File: config.mk
export PLATFORM = sky130hd
export DESIGN_NAME = pmcp_code_protect
export DESIGN_NICKNAME = d
export VERILOG_FILES = /design/src/design/pmcp_pkg.sv /design/src/design/pmcp_region_decoder.sv /design/src/design/pmcp_code_protect.sv
export VERILOG_INCLUDE_DIRS = /design/src /design/src/design
export SDC_FILE = /design/constraint.sdc
export NUM_CORES = 1
export LEC_CHECK = 0
export BUFFER_PORTS_ARGS = -buffer_cell sky130_fd_sc_hd__buf_2
export CORE_MARGIN = 5
export CORE_UTILIZATION = 35
export DETAILED_ROUTE_END_ITERATION = 6
export GPL_TIMING_DRIVEN = 0
export SETUP_SLACK_MARGIN = 0.2
export SYNTH_ARGS = -nofsm -noshare
export SYNTH_HDL_FRONTEND = slang
export SYNTH_SLANG_ARGS = --single-unit
export TNS_END_PERCENT = 100
File: constraint.sdc
create_clock -name clk -period 6.96 [get_ports clk]
set_input_delay 0.696 -clock clk [delete_from_list [all_inputs] [get_ports clk]]
set_output_delay 0.696 -clock clk [all_outputs]
set_load 0.005 [all_outputs]
File: src/design/pmcp_defines.svh
`ifndef PMCP_DEFINES_SVH
`define PMCP_DEFINES_SVH

// ==========================================================
// address spaces (byte addresses, 22 bits)
`define PMCP_ADDR_W          22
`define PMCP_ID_BASE         22'h200000
`define PMCP_ID_LAST         22'h200007
`define PMCP_CFG_BASE        22'h300000
`define PMCP_CFG_LAST        22'h3000ff
`define PMCP_DEVID_LO        22'h3ffffe
`define PMCP_DEVID_HI        22'h3fffff

// ==========================================================
// protection register offsets
`define PMCP_OFS_RDLOCK_BLK  22'h300008
`define PMCP_OFS_RDLOCK_BOOT 22'h300009
`define PMCP_OFS_WRLOCK_BLK  22'h30000a
`define PMCP_OFS_WRLOCK_BOOT 22'h30000b
`define PMCP_OFS_XRLOCK_BLK  22'h30000c
`define PMCP_OFS_XRLOCK_BOOT 22'h30000d

// ==========================================================
// field positions
`define PMCP_BIT_BLK0        0
`define PMCP_BIT_BLK1        1
`define PMCP_BIT_CFG_WR      5
`define PMCP_BIT_BOOT        6
`define PMCP_BIT_EE          7

// ==========================================================
// implemented bits; the four masks are also the unprogrammed (reset) values
`define PMCP_MASK_BLK        8'h03
`define PMCP_MASK_RD_BOOT    8'hc0
`define PMCP_MASK_WR_BOOT    8'he0
`define PMCP_MASK_XR_BOOT    8'h40
`define PMCP_SET_BOOT        8'h40
`define PMCP_KEEP_CFG_WR     8'h20

// ==========================================================
// region limits (last byte of each region)
`define PMCP_LG_BOOT1_END    22'h000fff
`define PMCP_LG_BOOT0_END    22'h0007ff
`define PMCP_LG_BLK0_END     22'h001fff
`define PMCP_LG_MEM_END      22'h003fff
`define PMCP_SM_BOOT1_END    22'h0007ff
`define PMCP_SM_BOOT0_END    22'h0003ff
`define PMCP_SM_BLK0_END     22'h000fff
`define PMCP_SM_MEM_END      22'h001fff

`endif

File: src/design/pmcp_pkg.sv
package pmcp_pkg;

    // gray order along the address map
    typedef enum logic [1:0]
    {
        PMCP_RGN_BOOT = 2'h0,
        PMCP_RGN_BLK0 = 2'h1,
        PMCP_RGN_BLK1 = 2'h3,
        PMCP_RGN_NONE = 2'h2
    } pmcp_region_type;

endpackage

File: src/design/pmcp_region_decoder.sv
`timescale 1ns/1ps
`include "pmcp_defines.svh"

module pmcp_region_decoder
    import pmcp_pkg::*;
(
    input  wire logic [21:0]     addr,
    input  wire logic            large_part,
    input  wire logic            boot_big,
    output pmcp_region_type      region
);

    logic [21:0] boot_end;
    logic [21:0] blk0_end;
    logic [21:0] mem_end;

    assign boot_end = large_part ? (boot_big ? `PMCP_LG_BOOT1_END : `PMCP_LG_BOOT0_END)
                                 : (boot_big ? `PMCP_SM_BOOT1_END : `PMCP_SM_BOOT0_END);
    assign blk0_end = large_part ? `PMCP_LG_BLK0_END : `PMCP_SM_BLK0_END;
    assign mem_end  = large_part ? `PMCP_LG_MEM_END : `PMCP_SM_MEM_END;

    assign region = (addr <= boot_end) ? PMCP_RGN_BOOT :
                    (addr <= blk0_end) ? PMCP_RGN_BLK0 :
                    (addr <= mem_end)  ? PMCP_RGN_BLK1 : PMCP_RGN_NONE;

endmodule

File: src/design/pmcp_code_protect.sv
`timescale 1ns/1ps
`include "pmcp_defines.svh"

module pmcp_code_protect
    import pmcp_pkg::*;
#(
    parameter logic        LARGE_PART  = 1'b1,
    parameter logic [10:0] PART_CODE   = 11'h155,  // arbitrary value
    parameter logic [4:0]  SILICON_REV = 5'h01     // arbitrary value
)
(
    input  wire logic            clk,
    input  wire logic            nrst,
    input  wire logic            prog_mode_pin,
    input  wire logic            boot_region_size_select,
    input  wire logic            core_req,
    input  wire logic            core_we,
    input  wire logic            core_erase,
    input  wire logic            core_ee,
    input  wire logic [21:0]     core_addr,
    input  wire logic [21:0]     core_pc,
    input  wire logic [7:0]      core_wdata,
    output logic                 core_ack,
    output logic                 core_err,
    output logic [7:0]           core_rdata,
    input  wire logic            prog_req,
    input  wire logic            prog_we,
    input  wire logic            prog_erase,
    input  wire logic            prog_chip,
    input  wire logic            prog_ee,
    input  wire logic [21:0]     prog_addr,
    input  wire logic [7:0]      prog_wdata,
    output logic                 prog_ack,
    output logic                 prog_err,
    output logic [7:0]           prog_rdata,
    output logic                 mem_req,
    output logic                 mem_we,
    output logic                 mem_ee,
    output logic                 mem_erase,
    output logic                 mem_erase_chip,
    output logic [21:0]          mem_addr,
    output logic [7:0]           mem_wdata,
    input  wire logic [7:0]      mem_rdata
);

    localparam logic [7:0] LOCK_MASK [0:5] = '{`PMCP_MASK_BLK, `PMCP_MASK_RD_BOOT,
                                               `PMCP_MASK_BLK, `PMCP_MASK_WR_BOOT,
                                               `PMCP_MASK_BLK, `PMCP_MASK_XR_BOOT};

    // ==========================================================
    // pin synchronisers
    logic prog_meta_reg;
    logic prog_mode_reg;
    logic size_meta_reg;
    logic size_sel_reg;

    always_ff @(posedge clk)
    begin
        if (!nrst)
        begin
            prog_meta_reg <= 1'b0;
            prog_mode_reg <= 1'b0;
            size_meta_reg <= 1'b1;
            size_sel_reg  <= 1'b1;
        end
        else
        begin
            prog_meta_reg <= prog_mode_pin;
            prog_mode_reg <= prog_meta_reg;
            size_meta_reg <= boot_region_size_select;
            size_sel_reg  <= size_meta_reg;
        end
    end

    // ==========================================================
    // request selection: the core is halted while in program mode
    logic        sel_prog;
    logic        take;
    logic        req_we;
    logic        req_erase;
    logic        req_ee;
    logic [21:0] req_addr;
    logic [7:0]  req_wdata;

    assign sel_prog  = prog_mode_reg;
    assign take      = sel_prog ? prog_req : core_req;
    assign req_we    = sel_prog ? prog_we : core_we;
    assign req_erase = sel_prog ? prog_erase : core_erase;
    assign req_ee    = sel_prog ? prog_ee : core_ee;
    assign req_addr  = sel_prog ? prog_addr : core_addr;
    assign req_wdata = sel_prog ? prog_wdata : core_wdata;

    // ==========================================================
    // region decode of target and of the fetching instruction
    pmcp_region_type rgn_t;
    pmcp_region_type rgn_pc;

    pmcp_region_decoder u_dec_target
    (
        .addr       (req_addr),
        .large_part (LARGE_PART),
        .boot_big   (size_sel_reg),
        .region     (rgn_t)
    );

    pmcp_region_decoder u_dec_fetch
    (
        .addr       (core_pc),
        .large_part (LARGE_PART),
        .boot_big   (size_sel_reg),
        .region     (rgn_pc)
    );

    // ==========================================================
    // lock bits, one per region: {blk1, blk0, boot}
    logic [7:0] cfg_reg  [0:5];
    logic [7:0] cfg_next [0:5];
    logic [2:0] ro_v;
    logic [2:0] wr_v;
    logic [2:0] xr_v;
    logic [1:0] t_idx;
    logic       t_valid;
    logic       ro_bit;
    logic       wr_bit;
    logic       xr_bit;
    logic       ee_ro;
    logic       ee_wr;
    logic       cfg_wr;

    assign ro_v    = {cfg_reg[0][`PMCP_BIT_BLK1], cfg_reg[0][`PMCP_BIT_BLK0],
                      cfg_reg[1][`PMCP_BIT_BOOT]};
    assign wr_v    = {cfg_reg[2][`PMCP_BIT_BLK1], cfg_reg[2][`PMCP_BIT_BLK0],
                      cfg_reg[3][`PMCP_BIT_BOOT]};
    assign xr_v    = {cfg_reg[4][`PMCP_BIT_BLK1], cfg_reg[4][`PMCP_BIT_BLK0],
                      cfg_reg[5][`PMCP_BIT_BOOT]};
    assign t_idx   = (rgn_t == PMCP_RGN_BOOT) ? 2'h0 : (rgn_t == PMCP_RGN_BLK0) ? 2'h1 : 2'h2;
    assign t_valid = (rgn_t != PMCP_RGN_NONE);
    assign ro_bit  = ro_v[t_idx];
    assign wr_bit  = wr_v[t_idx];
    assign xr_bit  = xr_v[t_idx];
    assign ee_ro   = cfg_reg[1][`PMCP_BIT_EE];
    assign ee_wr   = cfg_reg[3][`PMCP_BIT_EE];
    assign cfg_wr  = cfg_reg[3][`PMCP_BIT_CFG_WR];

    // ==========================================================
    // address space and access decision
    logic       sp_prog;
    logic       sp_id;
    logic       sp_lock;
    logic       sp_cfg;
    logic       sp_devid;
    logic       prog_ok;
    logic       ee_ok;
    logic       cfg_ok;
    logic       req_ok;
    logic       req_zero;
    logic       req_local;
    logic [2:0] lock_idx;
    logic [7:0] local_data;
    logic       mem_go;
    logic       lock_wr;
    logic       erase_go;

    assign sp_prog  = !req_ee && (req_addr < `PMCP_ID_BASE);
    assign sp_id    = !req_ee && (req_addr >= `PMCP_ID_BASE) && (req_addr <= `PMCP_ID_LAST);
    assign sp_lock  = !req_ee && (req_addr >= `PMCP_OFS_RDLOCK_BLK)
                              && (req_addr <= `PMCP_OFS_XRLOCK_BOOT);
    assign sp_cfg   = !req_ee && !sp_lock && (req_addr >= `PMCP_CFG_BASE)
                              && (req_addr <= `PMCP_CFG_LAST);
    assign sp_devid = !req_ee && ((req_addr == `PMCP_DEVID_LO) || (req_addr == `PMCP_DEVID_HI));

    // programmer is held off by readout lock, core by write lock
    assign prog_ok  = !t_valid ? !req_we : (sel_prog ? ro_bit : (!req_we || wr_bit));
    assign ee_ok    = req_we ? (ee_wr && (!sel_prog || ee_ro))
                             : (!sel_prog || ee_ro);
    assign cfg_ok   = !req_we || cfg_wr;

    // an erase is only honoured when it comes from the programmer
    assign req_ok   = req_erase ? sel_prog :
                      req_ee    ? ee_ok :
                      sp_prog   ? prog_ok :
                      sp_id     ? 1'b1 :
                      (sp_lock || sp_cfg) ? cfg_ok :
                      sp_devid  ? !req_we : 1'b0;

    // reads above memory and foreign cross-locked reads give zeros
    assign req_zero = !req_erase && !req_we && sp_prog &&
                      (!t_valid || (!sel_prog && !xr_bit && (rgn_pc != rgn_t)));
    assign req_local  = !req_erase && (sp_lock || sp_devid);
    assign lock_idx   = sp_lock ? req_addr[2:0] : 3'h0;
    assign local_data = !sp_devid ? cfg_reg[lock_idx] :
                        req_addr[0] ? PART_CODE[10:3] : {PART_CODE[2:0], SILICON_REV};
    assign mem_go   = take && req_ok && !req_local && !req_zero && !req_erase;
    assign lock_wr  = take && req_ok && sp_lock && req_we && !req_erase;
    assign erase_go = take && req_erase && sel_prog;

    // ==========================================================
    // protection bits: clear-only by write, set only by erase
    always_comb
    begin
        logic [7:0] set_v;
        logic [7:0] keep_v;
        set_v  = 8'h00;
        keep_v = 8'h00;
        for (int i = 0; i < 6; i++)
        begin
            if (!erase_go)
                set_v = 8'h00;
            else if (prog_chip)
                set_v = LOCK_MASK[i];
            else if (i % 2 == 1)
                set_v = (rgn_t == PMCP_RGN_BOOT) ? `PMCP_SET_BOOT : 8'h00;
            else
                set_v = {6'h00, rgn_t == PMCP_RGN_BLK1, rgn_t == PMCP_RGN_BLK0};
            // core cannot touch the config write lock
            keep_v = (!sel_prog && i == 3) ? `PMCP_KEEP_CFG_WR : 8'h00;
            if (lock_wr && lock_idx == 3'(i))
                cfg_next[i] = cfg_reg[i] & (req_wdata | keep_v);
            else
                cfg_next[i] = cfg_reg[i] | set_v;
        end
    end

    // reset stands in for the unprogrammed state
    always_ff @(posedge clk)
    begin
        for (int i = 0; i < 6; i++)
        begin
            if (!nrst)
                cfg_reg[i] <= LOCK_MASK[i];
            else
                cfg_reg[i] <= cfg_next[i];
        end
    end

    // ==========================================================
    // two-stage answer: memory cycle, then acknowledge
    logic       s1_valid_reg;
    logic       s1_prog_reg;
    logic       s1_ok_reg;
    logic       s1_rd_mem_reg;
    logic [7:0] s1_data_reg;
    logic [7:0] rdata_reg;
    logic       err_reg;

    always_ff @(posedge clk)
    begin
        if (!nrst)
        begin
            s1_valid_reg   <= 1'b0;
            s1_prog_reg    <= 1'b0;
            s1_ok_reg      <= 1'b0;
            s1_rd_mem_reg  <= 1'b0;
            s1_data_reg    <= 8'h00;
            mem_req        <= 1'b0;
            mem_we         <= 1'b0;
            mem_ee         <= 1'b0;
            mem_erase      <= 1'b0;
            mem_erase_chip <= 1'b0;
            mem_addr       <= 22'h000000;
            mem_wdata      <= 8'h00;
        end
        else
        begin
            s1_valid_reg   <= take;
            s1_prog_reg    <= sel_prog;
            s1_ok_reg      <= req_ok;
            s1_rd_mem_reg  <= mem_go && !req_we;
            s1_data_reg    <= (req_local && req_ok && !req_we) ? local_data : 8'h00;
            mem_req        <= mem_go;
            mem_we         <= req_we;
            mem_ee         <= req_ee;
            mem_erase      <= erase_go;
            mem_erase_chip <= erase_go && prog_chip;
            mem_addr       <= req_addr;
            mem_wdata      <= req_wdata;
        end
    end

    always_ff @(posedge clk)
    begin
        if (!nrst)
        begin
            core_ack  <= 1'b0;
            prog_ack  <= 1'b0;
            err_reg   <= 1'b0;
            rdata_reg <= 8'h00;
        end
        else
        begin
            core_ack  <= s1_valid_reg && !s1_prog_reg;
            prog_ack  <= s1_valid_reg && s1_prog_reg;
            err_reg   <= s1_valid_reg && !s1_ok_reg;
            rdata_reg <= s1_rd_mem_reg ? mem_rdata : s1_data_reg;
        end
    end

    assign core_err   = err_reg;
    assign prog_err   = err_reg;
    assign core_rdata = rdata_reg;
    assign prog_rdata = rdata_reg;

    logic [47:0] cfg_flat;
    assign cfg_flat = {cfg_reg[5], cfg_reg[4], cfg_reg[3], cfg_reg[2], cfg_reg[1], cfg_reg[0]};
endmodule

==> flow_summary.ini, run 1 <==
[yosys]
syn_inst = 553
avgSynthCellArea_um2 = 9.13
synth_nets = 658
yosys_warning_total = 0
synth_flop_cell = sky130_fd_sc_hd__dfxtp_1
yosys.cell_types.count = 61
synth-seq-cells = 110
asyncSetResetFlopFracSynth_pct = 0
mappedNetlistArea_mm2 = 0.00505
synth_edf_count = 0
synth.yosys.seq_area_share_pct = 43.6

[die]
initial_core_util_pct = 36.1
core.rowCount = 43
core_box_area_mm2 = 0.0140
boundaryPins = 158
die_y_um = 130
die_width_um = 130
floorplan.die_area_mm2 = 0.0169

[detailed_routing]
detail_route.vias_per_cell = 5.51
detail_route.first_pass.iterations = 5
detail_route.drc_violations = 0
first_iter_violations = 350
detail_route.wirelength_um = 17300
drt-wirelength-per-cell_um = 19.0
final_antenna_net_count = 0
num_vias = 4993

[final_layout]
mostFrequentLayoutCell = sky130_fd_sc_hd__buf_2
post_layout_nonfiller_instances = 906
drive_above_1_share_pct = 29.5
num_antenna_cells = 0
largest_register_ffs = 48
fin_nets = 826
layout_common_cells = sky130_fd_sc_hd__buf_2 (162), sky130_fd_sc_hd__dfxtp_1 (110), sky130_fd_sc_hd__nand2_1 (68), sky130_fd_sc_hd__a21oi_1 (61), sky130_fd_sc_hd__mux2i_1 (45)
layout.filler_cells = 1369
layout-area-overhead-vs-synth_pct = 26.4

[pwr]
pwr_density_cell_mw_per_mm2 = 217
ir_worst_vdd_v = 0.000126
standby_leakage_power_nw = 2.74

[setup_path]
timing.critical_path.from_type = flip-flop
critPathRequiredTime_ps = 7180
crit_path_max_fanout = 10
timing.critical_path.to_type = flip-flop
reg2reg_path_depth = 9
r2r-end = s1_data_reg[3]
worstReg2RegStart = prog_mode_reg
critical_path_arrival_ps = 3980
worst_path_class_setup = reg -> reg
r2r_slack_ps = 3200

[clocking]
cts_tree = yes
cts.htree.levels = 3
clk_pin_slew_ps = 80
insertion_delay_ps = 360
ctsRootBufferMaster = sky130_fd_sc_hd__clkbuf_16
clockBufferDepth = 2
post-cts-setup-buffers = 0
cts.repair.resized = 0
cts_sinks = 110
cts-buffers-inserted = 9
post_cts_hold_buffer_count = 0

[job]
max_cap_viol_count = 0

[global_routing]
grt_pass1_vias = 4866
grt_use_total_pct = 19.7
grt_pass1_wl_um = 25500
largest_net_degree_at_the_start_of_global_routing = 18
globalRoute.totalOverflow = 0
number_of_antenna_violations_at_the_first_check_in_global_routing = 0

[hold_path]
hold-path-endpoint = core_err
min_path_cells = 1
min_from = s1_ok_reg
timing.hold.worst.class = reg -> reg

[sta]
unrepaired_setup_endpoints_after_global_routing = false
post-route-min-period_ps = 3760
endpoints_failing_hold = 0
max_clock_freq_mhz = 266
setup_tns_ps = 0
period_share_pct = 54.0
timing_max_transition_violations_final = 0
setup_skew_after_layout_ps = 7.04
slew_headroom_pct = 14.3
setup_viol_count_final = 0
tightest_slew_ps = 1250

[place]
numPortBuffers = 157
place.detailed.instances = 890
dp.final_hpwl_um = 13200
globalplace.congestion = 0.920

[status]
status = complete, no violations
how the worst max path moves through the flow:
stage | to | from | cells after the start | slack, ps
finish | s1_data_reg[3] | prog_mode_reg | 9 | 3200
global route | s1_data_reg[3] | prog_mode_reg | 9 | 2920
CTS | s1_data_reg[3] | prog_mode_reg | 9 | 3190
detailed placement | s1_data_reg[3] | prog_mode_reg | 9 | 3230
global placement | s1_data_reg[3] | prog_mode_reg | 9 | 3260
floorplan | s1_rd_mem_reg | prog_addr[17] | 8 | 3960
through the flow:
| step | power, mW | utilization, % | worst slack, ps | cell area, µm² | hold slack [ps] |
|---|---|---|---|---|---|
| after floorplan | 0.743 | - | 3960 | 5050 | 368 |
| after global placement | 0.822 | 43.3 | 3260 | 6060 | 385 |
| after detailed placement | 0.824 | 43.3 | 3230 | 6060 | 388 |
| after CTS | 1.39 | 45.6 | 3190 | 6380 | 396 |
| after global routing | 1.43 | 45.6 | 2920 | 6380 | 405 |
| final | 1.38 | 45.6 | 3200 | 6380 | 398 |
synth_stat cells, types with 4 or more instances:
library cell	count	area, µm²
sky130_fd_sc_hd__a211oi_1	4	30.0
sky130_fd_sc_hd__a21oi_1	61	305
sky130_fd_sc_hd__a22o_1	6	52.6
sky130_fd_sc_hd__and2_1	14	87.6
sky130_fd_sc_hd__and3_1	5	31.3
sky130_fd_sc_hd__buf_2	5	25.0
sky130_fd_sc_hd__buf_4	11	82.6
sky130_fd_sc_hd__clkbuf_1	15	56.3
sky130_fd_sc_hd__dfxtp_1	110	2200
sky130_fd_sc_hd__inv_1	11	41.3
sky130_fd_sc_hd__mux2_2	7	78.8
sky130_fd_sc_hd__mux2i_1	45	450
sky130_fd_sc_hd__nand2_1	68	255
sky130_fd_sc_hd__nand3_1	10	50.1
sky130_fd_sc_hd__nand4_1	9	56.3
sky130_fd_sc_hd__nor2_1	23	86.3
sky130_fd_sc_hd__nor2b_1	36	225
sky130_fd_sc_hd__nor3_1	6	30.0
sky130_fd_sc_hd__nor3b_1	4	30.0
sky130_fd_sc_hd__nor4_1	9	56.3
sky130_fd_sc_hd__nor4_4	5	106
sky130_fd_sc_hd__o211a_1	4	40.0
sky130_fd_sc_hd__o211ai_1	6	45.0
sky130_fd_sc_hd__o21ai_0	24	120
cell type report:
class / instances / area [µm²] / area share, %
buffer: 33 / 186 / 2.92
clock buffer: 11 / 243 / 3.80
clock inverter: 5 / 81.3 / 1.27
inverter: 11 / 41.3 / 0.647
timing repair buffer: 157 / 786 / 12.3
sequential: 110 / 2200 / 34.5
tap: 180 / 225 / 3.53
multi-input combinational: 399 / 2620 / 41.0
logic make-up after synthesis:
| group | synth area share (%) |
|---|---|
| fa+ha+maj | 0.496 |
| compound gates | 16.4 |
| buf+inv | 4.51 |
| mux | 10.8 |
| flops | 43.6 |
| simple gates | 24.2 |
layer usage:
metal	track usage, %	up-vias	part of all wire (%)
li1	-	2319	-
met1	24.2	2349	40
met2	33.5	291	47
met3	4.46	34	10
met4	7.89	0	2.6
met5	0	-	0
power breakdown:
group / internal (mW) / switching, mW
Clock: 0.327 / 0.245
Combinational: 0.0660 / 0.0970
Sequential: 0.644 / 0.00424
Total: 1.04 / 0.347
critical path, stage by stage (launching register included):
cell and delay (ps):
sky130_fd_sc_hd__dfxtp_1 400, sky130_fd_sc_hd__buf_4 210, sky130_fd_sc_hd__buf_6 170, sky130_fd_sc_hd__buf_2 260
sky130_fd_sc_hd__buf_2 290, sky130_fd_sc_hd__mux2i_1 800, sky130_fd_sc_hd__clkbuf_1 490, sky130_fd_sc_hd__clkbuf_1 450
sky130_fd_sc_hd__o31ai_1 150, sky130_fd_sc_hd__a221oi_1 380
(Power assumes the default switching activity.)
==> inputs of run 2 (changes only) <==
==> constraint.sdc (replaced) <==
create_clock -name clk -period 3.1 [get_ports clk]
set_input_delay 0.31 -clock clk [delete_from_list [all_inputs] [get_ports clk]]
set_output_delay 0.31 -clock clk [all_outputs]
set_load 0.005 [all_outputs]
==> run 2 against run 1 <==
Effect of this change:
- clock power rose by 120%
- critical path type unchanged
- power rose by 130%
- clock skew decreased by 2.0 ps
- critical endpoint is now s1_data_reg[0]
- maximum frequency is 29% higher
- clock-buffer cell count unchanged
- sequential share of layout area is 1.4 points lower
==> flow_summary.ini, run 2 (synthesis results as in run 1) <==
[setup_path]
worst_path_class_setup = reg -> reg
timing.critical_path.to_type = flip-flop
crit_path_max_fanout = 10
critPathRequiredTime_ps = 3330
critical_path_arrival_ps = 3150
timing.critical_path.from_type = flip-flop

[job]
max_cap_viol_count = 0

[final_layout]
num_antenna_cells = 0
drive_above_1_share_pct = 33.6
layout-area-overhead-vs-synth_pct = 32.0
largest_register_ffs = 48
layout.filler_cells = 1358
fin_nets = 842
multi_input_area_mm2 = 0.00275
mostFrequentLayoutCell = sky130_fd_sc_hd__buf_2
final-seq-area_mm2 = 0.00220
layout_common_cells = sky130_fd_sc_hd__buf_2 (160), sky130_fd_sc_hd__dfxtp_1 (109), sky130_fd_sc_hd__nand2_1 (67), sky130_fd_sc_hd__a21oi_1 (60), sky130_fd_sc_hd__mux2i_1 (39)

[die]
core.rowCount = 43
die_y_um = 130
die_width_um = 130
initial_core_util_pct = 36.1
boundaryPins = 158
core_box_area_mm2 = 0.0140
floorplan.die_area_mm2 = 0.0169

[clocking]
post_cts_hold_buffer_count = 0
cts.htree.levels = 3
clk_pin_slew_ps = 70
cts_sinks = 110
clockBufferDepth = 2
cts-buffers-inserted = 9
insertion_delay_ps = 360
ctsRootBufferMaster = sky130_fd_sc_hd__clkbuf_16
cts_tree = yes

[place]
globalplace.congestion = 0.920
dp.final_hpwl_um = 13200
numPortBuffers = 157
preCtsSetupSlack_ps = -631

[sta]
max_clock_freq_mhz = 342
tightest_slew_ps = 774
post-route-worst-setup-slack_ps = 175
endpoints_failing_hold = 0
setup_viol_count_final = 0
setup_tns_ps = 0
timing_max_transition_violations_final = 0
unrepaired_setup_endpoints_after_global_routing = true
post-route-min-period_ps = 2920
setup_skew_after_layout_ps = 5.06
period_share_pct = 94.3
final.hold.worst_slack_ps = 131
slew_headroom_pct = 48.4

[detailed_routing]
detail_route.vias_per_cell = 5.47
first_iter_violations = 357
final_antenna_net_count = 0
drt-wirelength-per-cell_um = 19.0
detail_route.first_pass.iterations = 5
num_vias = 5044
detail_route.wirelength_um = 17500
detail_route.drc_violations = 0

[global_routing]
grt_use_total_pct = 20.0
largest_net_degree_at_the_start_of_global_routing = 18
grt_pass1_vias = 4912
number_of_antenna_violations_at_the_first_check_in_global_routing = 0
globalRoute.totalOverflow = 0
grt_pass1_wl_um = 25900

[pwr]
ir_worst_vdd_v = 0.000290
standby_leakage_power_nw = 2.84
total_power_of_the_final_layout_mw = 3.13
pwr_density_cell_mw_per_mm2 = 469

[status]
status = complete, no violations

[hold_path]
timing.hold.worst.class = in -> reg
## run 2: changes by cell type in the layout (fill, tap and decap cells not counted), sizes merged
| cell | change |
|---|---|
| buf | +15 |
| clkbuf | +1 |
## run 2: repair_timing
action,4_1_cts,5_1_grt
resized for setup,25,10
setup buffers,8,8
pin swaps,6,4
endpoints found under the setup margin,63,51
## run 2: metrics by stage
step | cells | utilization [%] | area, µm²
2_1_floorplan | 553 | - | 5050
3_3_place_gp | 890 | 43.3 | 6060
3_5_place_dp | 890 | 43.3 | 6060
4_1_cts | 914 | 47.0 | 6580
5_1_grt | 922 | 47.6 | 6660
6_report | 922 | 47.6 | 6660
## run 2: report_power, final
| group | internal, mW | total, mW | leakage, nW | switching, mW |
|---|---|---|---|---|
| combinational | 0.163 | 0.393 | 1.78 | 0.229 |
| sequential | 1.44 | 1.45 | 0.897 | 0.00977 |
| clock | 0.734 | 1.28 | 0.161 | 0.544 |
## run 2: worst paths after layout
path                           start              to  slack [ps]  cells after the start
max reg2reg            prog_mode_reg  s1_data_reg[0]         180                      9
min          boot_region_size_select   size_meta_reg         130                      2
min reg2reg                s1_ok_reg        core_err         400                      1
max                    prog_mode_reg  s1_data_reg[0]         180                      9
## run 2: routing by layer
layer	GRT usage [%]	up-vias	routed length, µm
li1	-	2353	-
met5	0	-	0
met2	33.7	287	8250
met4	8.01	0	462
met1	24.8	2372	6990
met3	4.26	32	1780
## run 2: area by class of cell
type / instances / area share, %
Multi-Input combinational cell: 399 / 41.2
Sequential cell: 110 / 33.1
Timing Repair Buffer: 173 / 13.8
Clock buffer: 11 / 3.64
Tap cell: 180 / 3.38
Buffer: 33 / 3.06
Clock inverter: 5 / 1.22
Inverter: 11 / 0.620
## run 2: critical path: stages (launching register included)
cell and delay [ps]:
sky130_fd_sc_hd__dfxtp_2 350, sky130_fd_sc_hd__buf_6 150, sky130_fd_sc_hd__nor4bb_1 390, sky130_fd_sc_hd__nor2b_1 170, sky130_fd_sc_hd__a2111oi_4 400, sky130_fd_sc_hd__and3_2 300
sky130_fd_sc_hd__buf_4 220, sky130_fd_sc_hd__nand2_1 70, sky130_fd_sc_hd__a221o_1 340, sky130_fd_sc_hd__a311oi_1 390
==> inputs of run 3 (changes only) <==
--- a/config.mk
+++ b/config.mk
@@ -12,6 +12,7 @@
 export DETAILED_ROUTE_END_ITERATION = 6
 export GPL_TIMING_DRIVEN = 0
 export SETUP_SLACK_MARGIN = 0.2
+export SLEW_MARGIN = 10
 export SYNTH_ARGS = -nofsm -noshare
 export SYNTH_HDL_FRONTEND = slang
 export SYNTH_SLANG_ARGS = --single-unit
==> constraint.sdc (replaced) <==
create_clock -name clk -period 2.9 [get_ports clk]
set_input_delay 0.29 -clock clk [delete_from_list [all_inputs] [get_ports clk]]
set_output_delay 0.29 -clock clk [all_outputs]
set_load 0.005 [all_outputs]
==> run 3 against run 2 <==
Effect of this change:
- power increased by 0.87%
- combinational power increased by 16%
- clock power decreased by 11%
- critical endpoint is now s1_ok_reg
- via count increased by 1.5%
- sequential power increased by 7%
- die area unchanged
- sequential share of layout area decreased by 0.97 points
- register-to-register slack about the same
- core utilization increased by 1.5 points
- clock-buffer cell count increased by 1
- non-clock buffer count increased by 13
- global-route usage increased by 0.41 points
==> flow_summary.ini, run 3 (synthesis results as in run 1) <==
[sta]
setup_skew_after_layout_ps = 8.71
post-route-min-period_ps = 2730
max_clock_freq_mhz = 366
slew_headroom_pct = 52.3
setup_tns_ps = 0
post-route-worst-setup-slack_ps = 171
timing_max_transition_violations_final = 0
tightest_slew_ps = 715
setup_viol_count_final = 0
final.hold.worst_slack_ps = 109
period_share_pct = 94.1
unrepaired_setup_endpoints_after_global_routing = true
endpoints_failing_hold = 0

[global_routing]
grt_use_total_pct = 20.4
grtUsageMet3_pct = 3.89
globalRoute.totalOverflow = 0
gr-max-usage-layer = met2
largest_net_degree_at_the_start_of_global_routing = 17
met2_usage_pct = 33.2
grtUsageMet1_pct = 25.5
grt_pass1_vias = 4985
number_of_antenna_violations_at_the_first_check_in_global_routing = 0
grt_pass1_wl_um = 26300

[detailed_routing]
num_vias = 5121
drt-wirelength-per-cell_um = 19.2
detail_route.wirelength_um = 18000
detail_route.vias_per_cell = 5.48
final_antenna_net_count = 0
detail_route.first_pass.iterations = 5
first_iter_violations = 356
detail_route.drc_violations = 0

[final_layout]
drive_above_1_share_pct = 36.9
fin_nets = 855
largest_register_ffs = 48
layout.filler_cells = 1325
layout-area-overhead-vs-synth_pct = 36.2
mostFrequentLayoutCell = sky130_fd_sc_hd__buf_2
layout_common_cells = sky130_fd_sc_hd__buf_2 (158), sky130_fd_sc_hd__dfxtp_1 (109), sky130_fd_sc_hd__nand2_1 (66), sky130_fd_sc_hd__a21oi_1 (58), sky130_fd_sc_hd__buf_4 (40)
num_antenna_cells = 0

[place]
preCtsSetupSlack_ps = -794
numPortBuffers = 157
globalplace.congestion = 0.903
dp.final_hpwl_um = 13100

[clocking]
cts.htree.levels = 3
cts_sinks = 110
post_cts_hold_buffer_count = 0
cts-buffers-inserted = 9
ctsRootBufferMaster = sky130_fd_sc_hd__clkbuf_16
insertion_delay_ps = 360
clk_pin_slew_ps = 70
cts_tree = yes
clockBufferDepth = 2

[pwr]
pwr_density_cell_mw_per_mm2 = 459
seq_power_share_pct = 49.3
total_power_of_the_final_layout_mw = 3.15
standby_leakage_power_nw = 2.92
clock_power_share_pct = 36.2
ir_worst_vdd_v = 0.000248
p_switching_uw = 833
power_frac_comb_pct = 14.5
p_int_mw = 2.32
switching_fraction_pct = 26.4

[setup_path]
timing.critical_path.from_type = flip-flop
critPathRequiredTime_ps = 3120
worst_path_class_setup = reg -> reg
crit_path_max_fanout = 7
timing.critical_path.to_type = flip-flop
critical_path_arrival_ps = 2950

[die]
core_box_area_mm2 = 0.0140
die_y_um = 130
core.rowCount = 43
floorplan.die_area_mm2 = 0.0169
die_width_um = 130
initial_core_util_pct = 36.1
boundaryPins = 158

[job]
max_cap_viol_count = 0

[status]
status = complete, no violations

[hold_path]
timing.hold.worst.class = in -> reg
run 3: changes by cell type in the layout (fill, tap and decap cells not counted), sizes merged:
cell / change
clkinvlp: +2
buf: +13
bufinv: -2
inv: -1
clkbuf: +1
clkinv: -1
run 3: what timing repair did:
action / in CTS / in global routing
resized for setup: 33 / 36
endpoints found under the hold margin: 0 / 0
setup buffers: 18 / 10
cloned: 0 / 1
endpoints found under the setup margin: 72 / 59
pin swaps: 5 / 10
run 3: power by group through the flow:
stage | Clock (mW) | Combinational (mW) | Sequential, mW
4_1_cts | 1.16 | 0.417 | 1.55
3_3_place_gp | 0 | 0.382 | 1.59
2_1_floorplan | 0 | 0.190 | 1.59
6_report | 1.14 | 0.457 | 1.55
3_5_place_dp | 0 | 0.390 | 1.59
5_1_grt | 1.23 | 0.490 | 1.56
run 3: metal layers:
| metal | vias up | routed length [µm] | part of all wire, % |
|---|---|---|---|
| met4 | 0 | 708 | 3.9 |
| met3 | 46 | 1480 | 8.3 |
| met1 | 2417 | 7300 | 41 |
| li1 | 2379 | - | - |
| met5 | - | 0 | 0 |
| met2 | 279 | 8480 | 47 |
run 3: stage by stage:
| stage | std cells | util, % | cell area [µm²] |
|---|---|---|---|
| 5_1_grt | 934 | 49.1 | 6870 |
| 3_3_place_gp | 890 | 43.4 | 6070 |
| 3_5_place_dp | 890 | 43.4 | 6070 |
| 2_1_floorplan | 553 | - | 5050 |
| 4_1_cts | 923 | 47.2 | 6600 |
| 6_report | 934 | 49.1 | 6870 |
run 3: final cells by class:
| class | instances | area (µm²) | share of cell area, % |
|---|---|---|---|
| multi-input cells | 399 | 2880 | 41.9 |
| flip-flops and latches | 110 | 2210 | 32.1 |
| repair buffers | 186 | 1030 | 15.0 |
| clock buffers | 12 | 236 | 3.44 |
| plain buffers | 33 | 229 | 3.33 |
| well taps | 180 | 225 | 3.28 |
| inverters | 11 | 45.0 | 0.655 |
| clock inverters | 3 | 21.3 | 0.309 |
run 3: final timing paths:
kind | endpoint | startpoint | slack (ps) | cells after the start
worst max-delay path | s1_ok_reg | prog_mode_reg | 170 | 11
worst min-delay path | size_meta_reg | boot_region_size_select | 110 | 2
worst max register to register | s1_ok_reg | prog_mode_reg | 170 | 11
worst min register to register | core_err | s1_ok_reg | 390 | 1
run 3: worst max-delay path: stages, from the launching register on:
cell,delay [ps]
sky130_fd_sc_hd__dfxtp_4,380
sky130_fd_sc_hd__buf_12,140
sky130_fd_sc_hd__buf_12,120
sky130_fd_sc_hd__mux2i_4,250
sky130_fd_sc_hd__inv_2,60
sky130_fd_sc_hd__ha_4,220
sky130_fd_sc_hd__nand2_4,70
sky130_fd_sc_hd__a2111oi_4,50
sky130_fd_sc_hd__or3_4,410
sky130_fd_sc_hd__or4b_4,550
sky130_fd_sc_hd__a31oi_4,250
sky130_fd_sc_hd__nor3_2,90
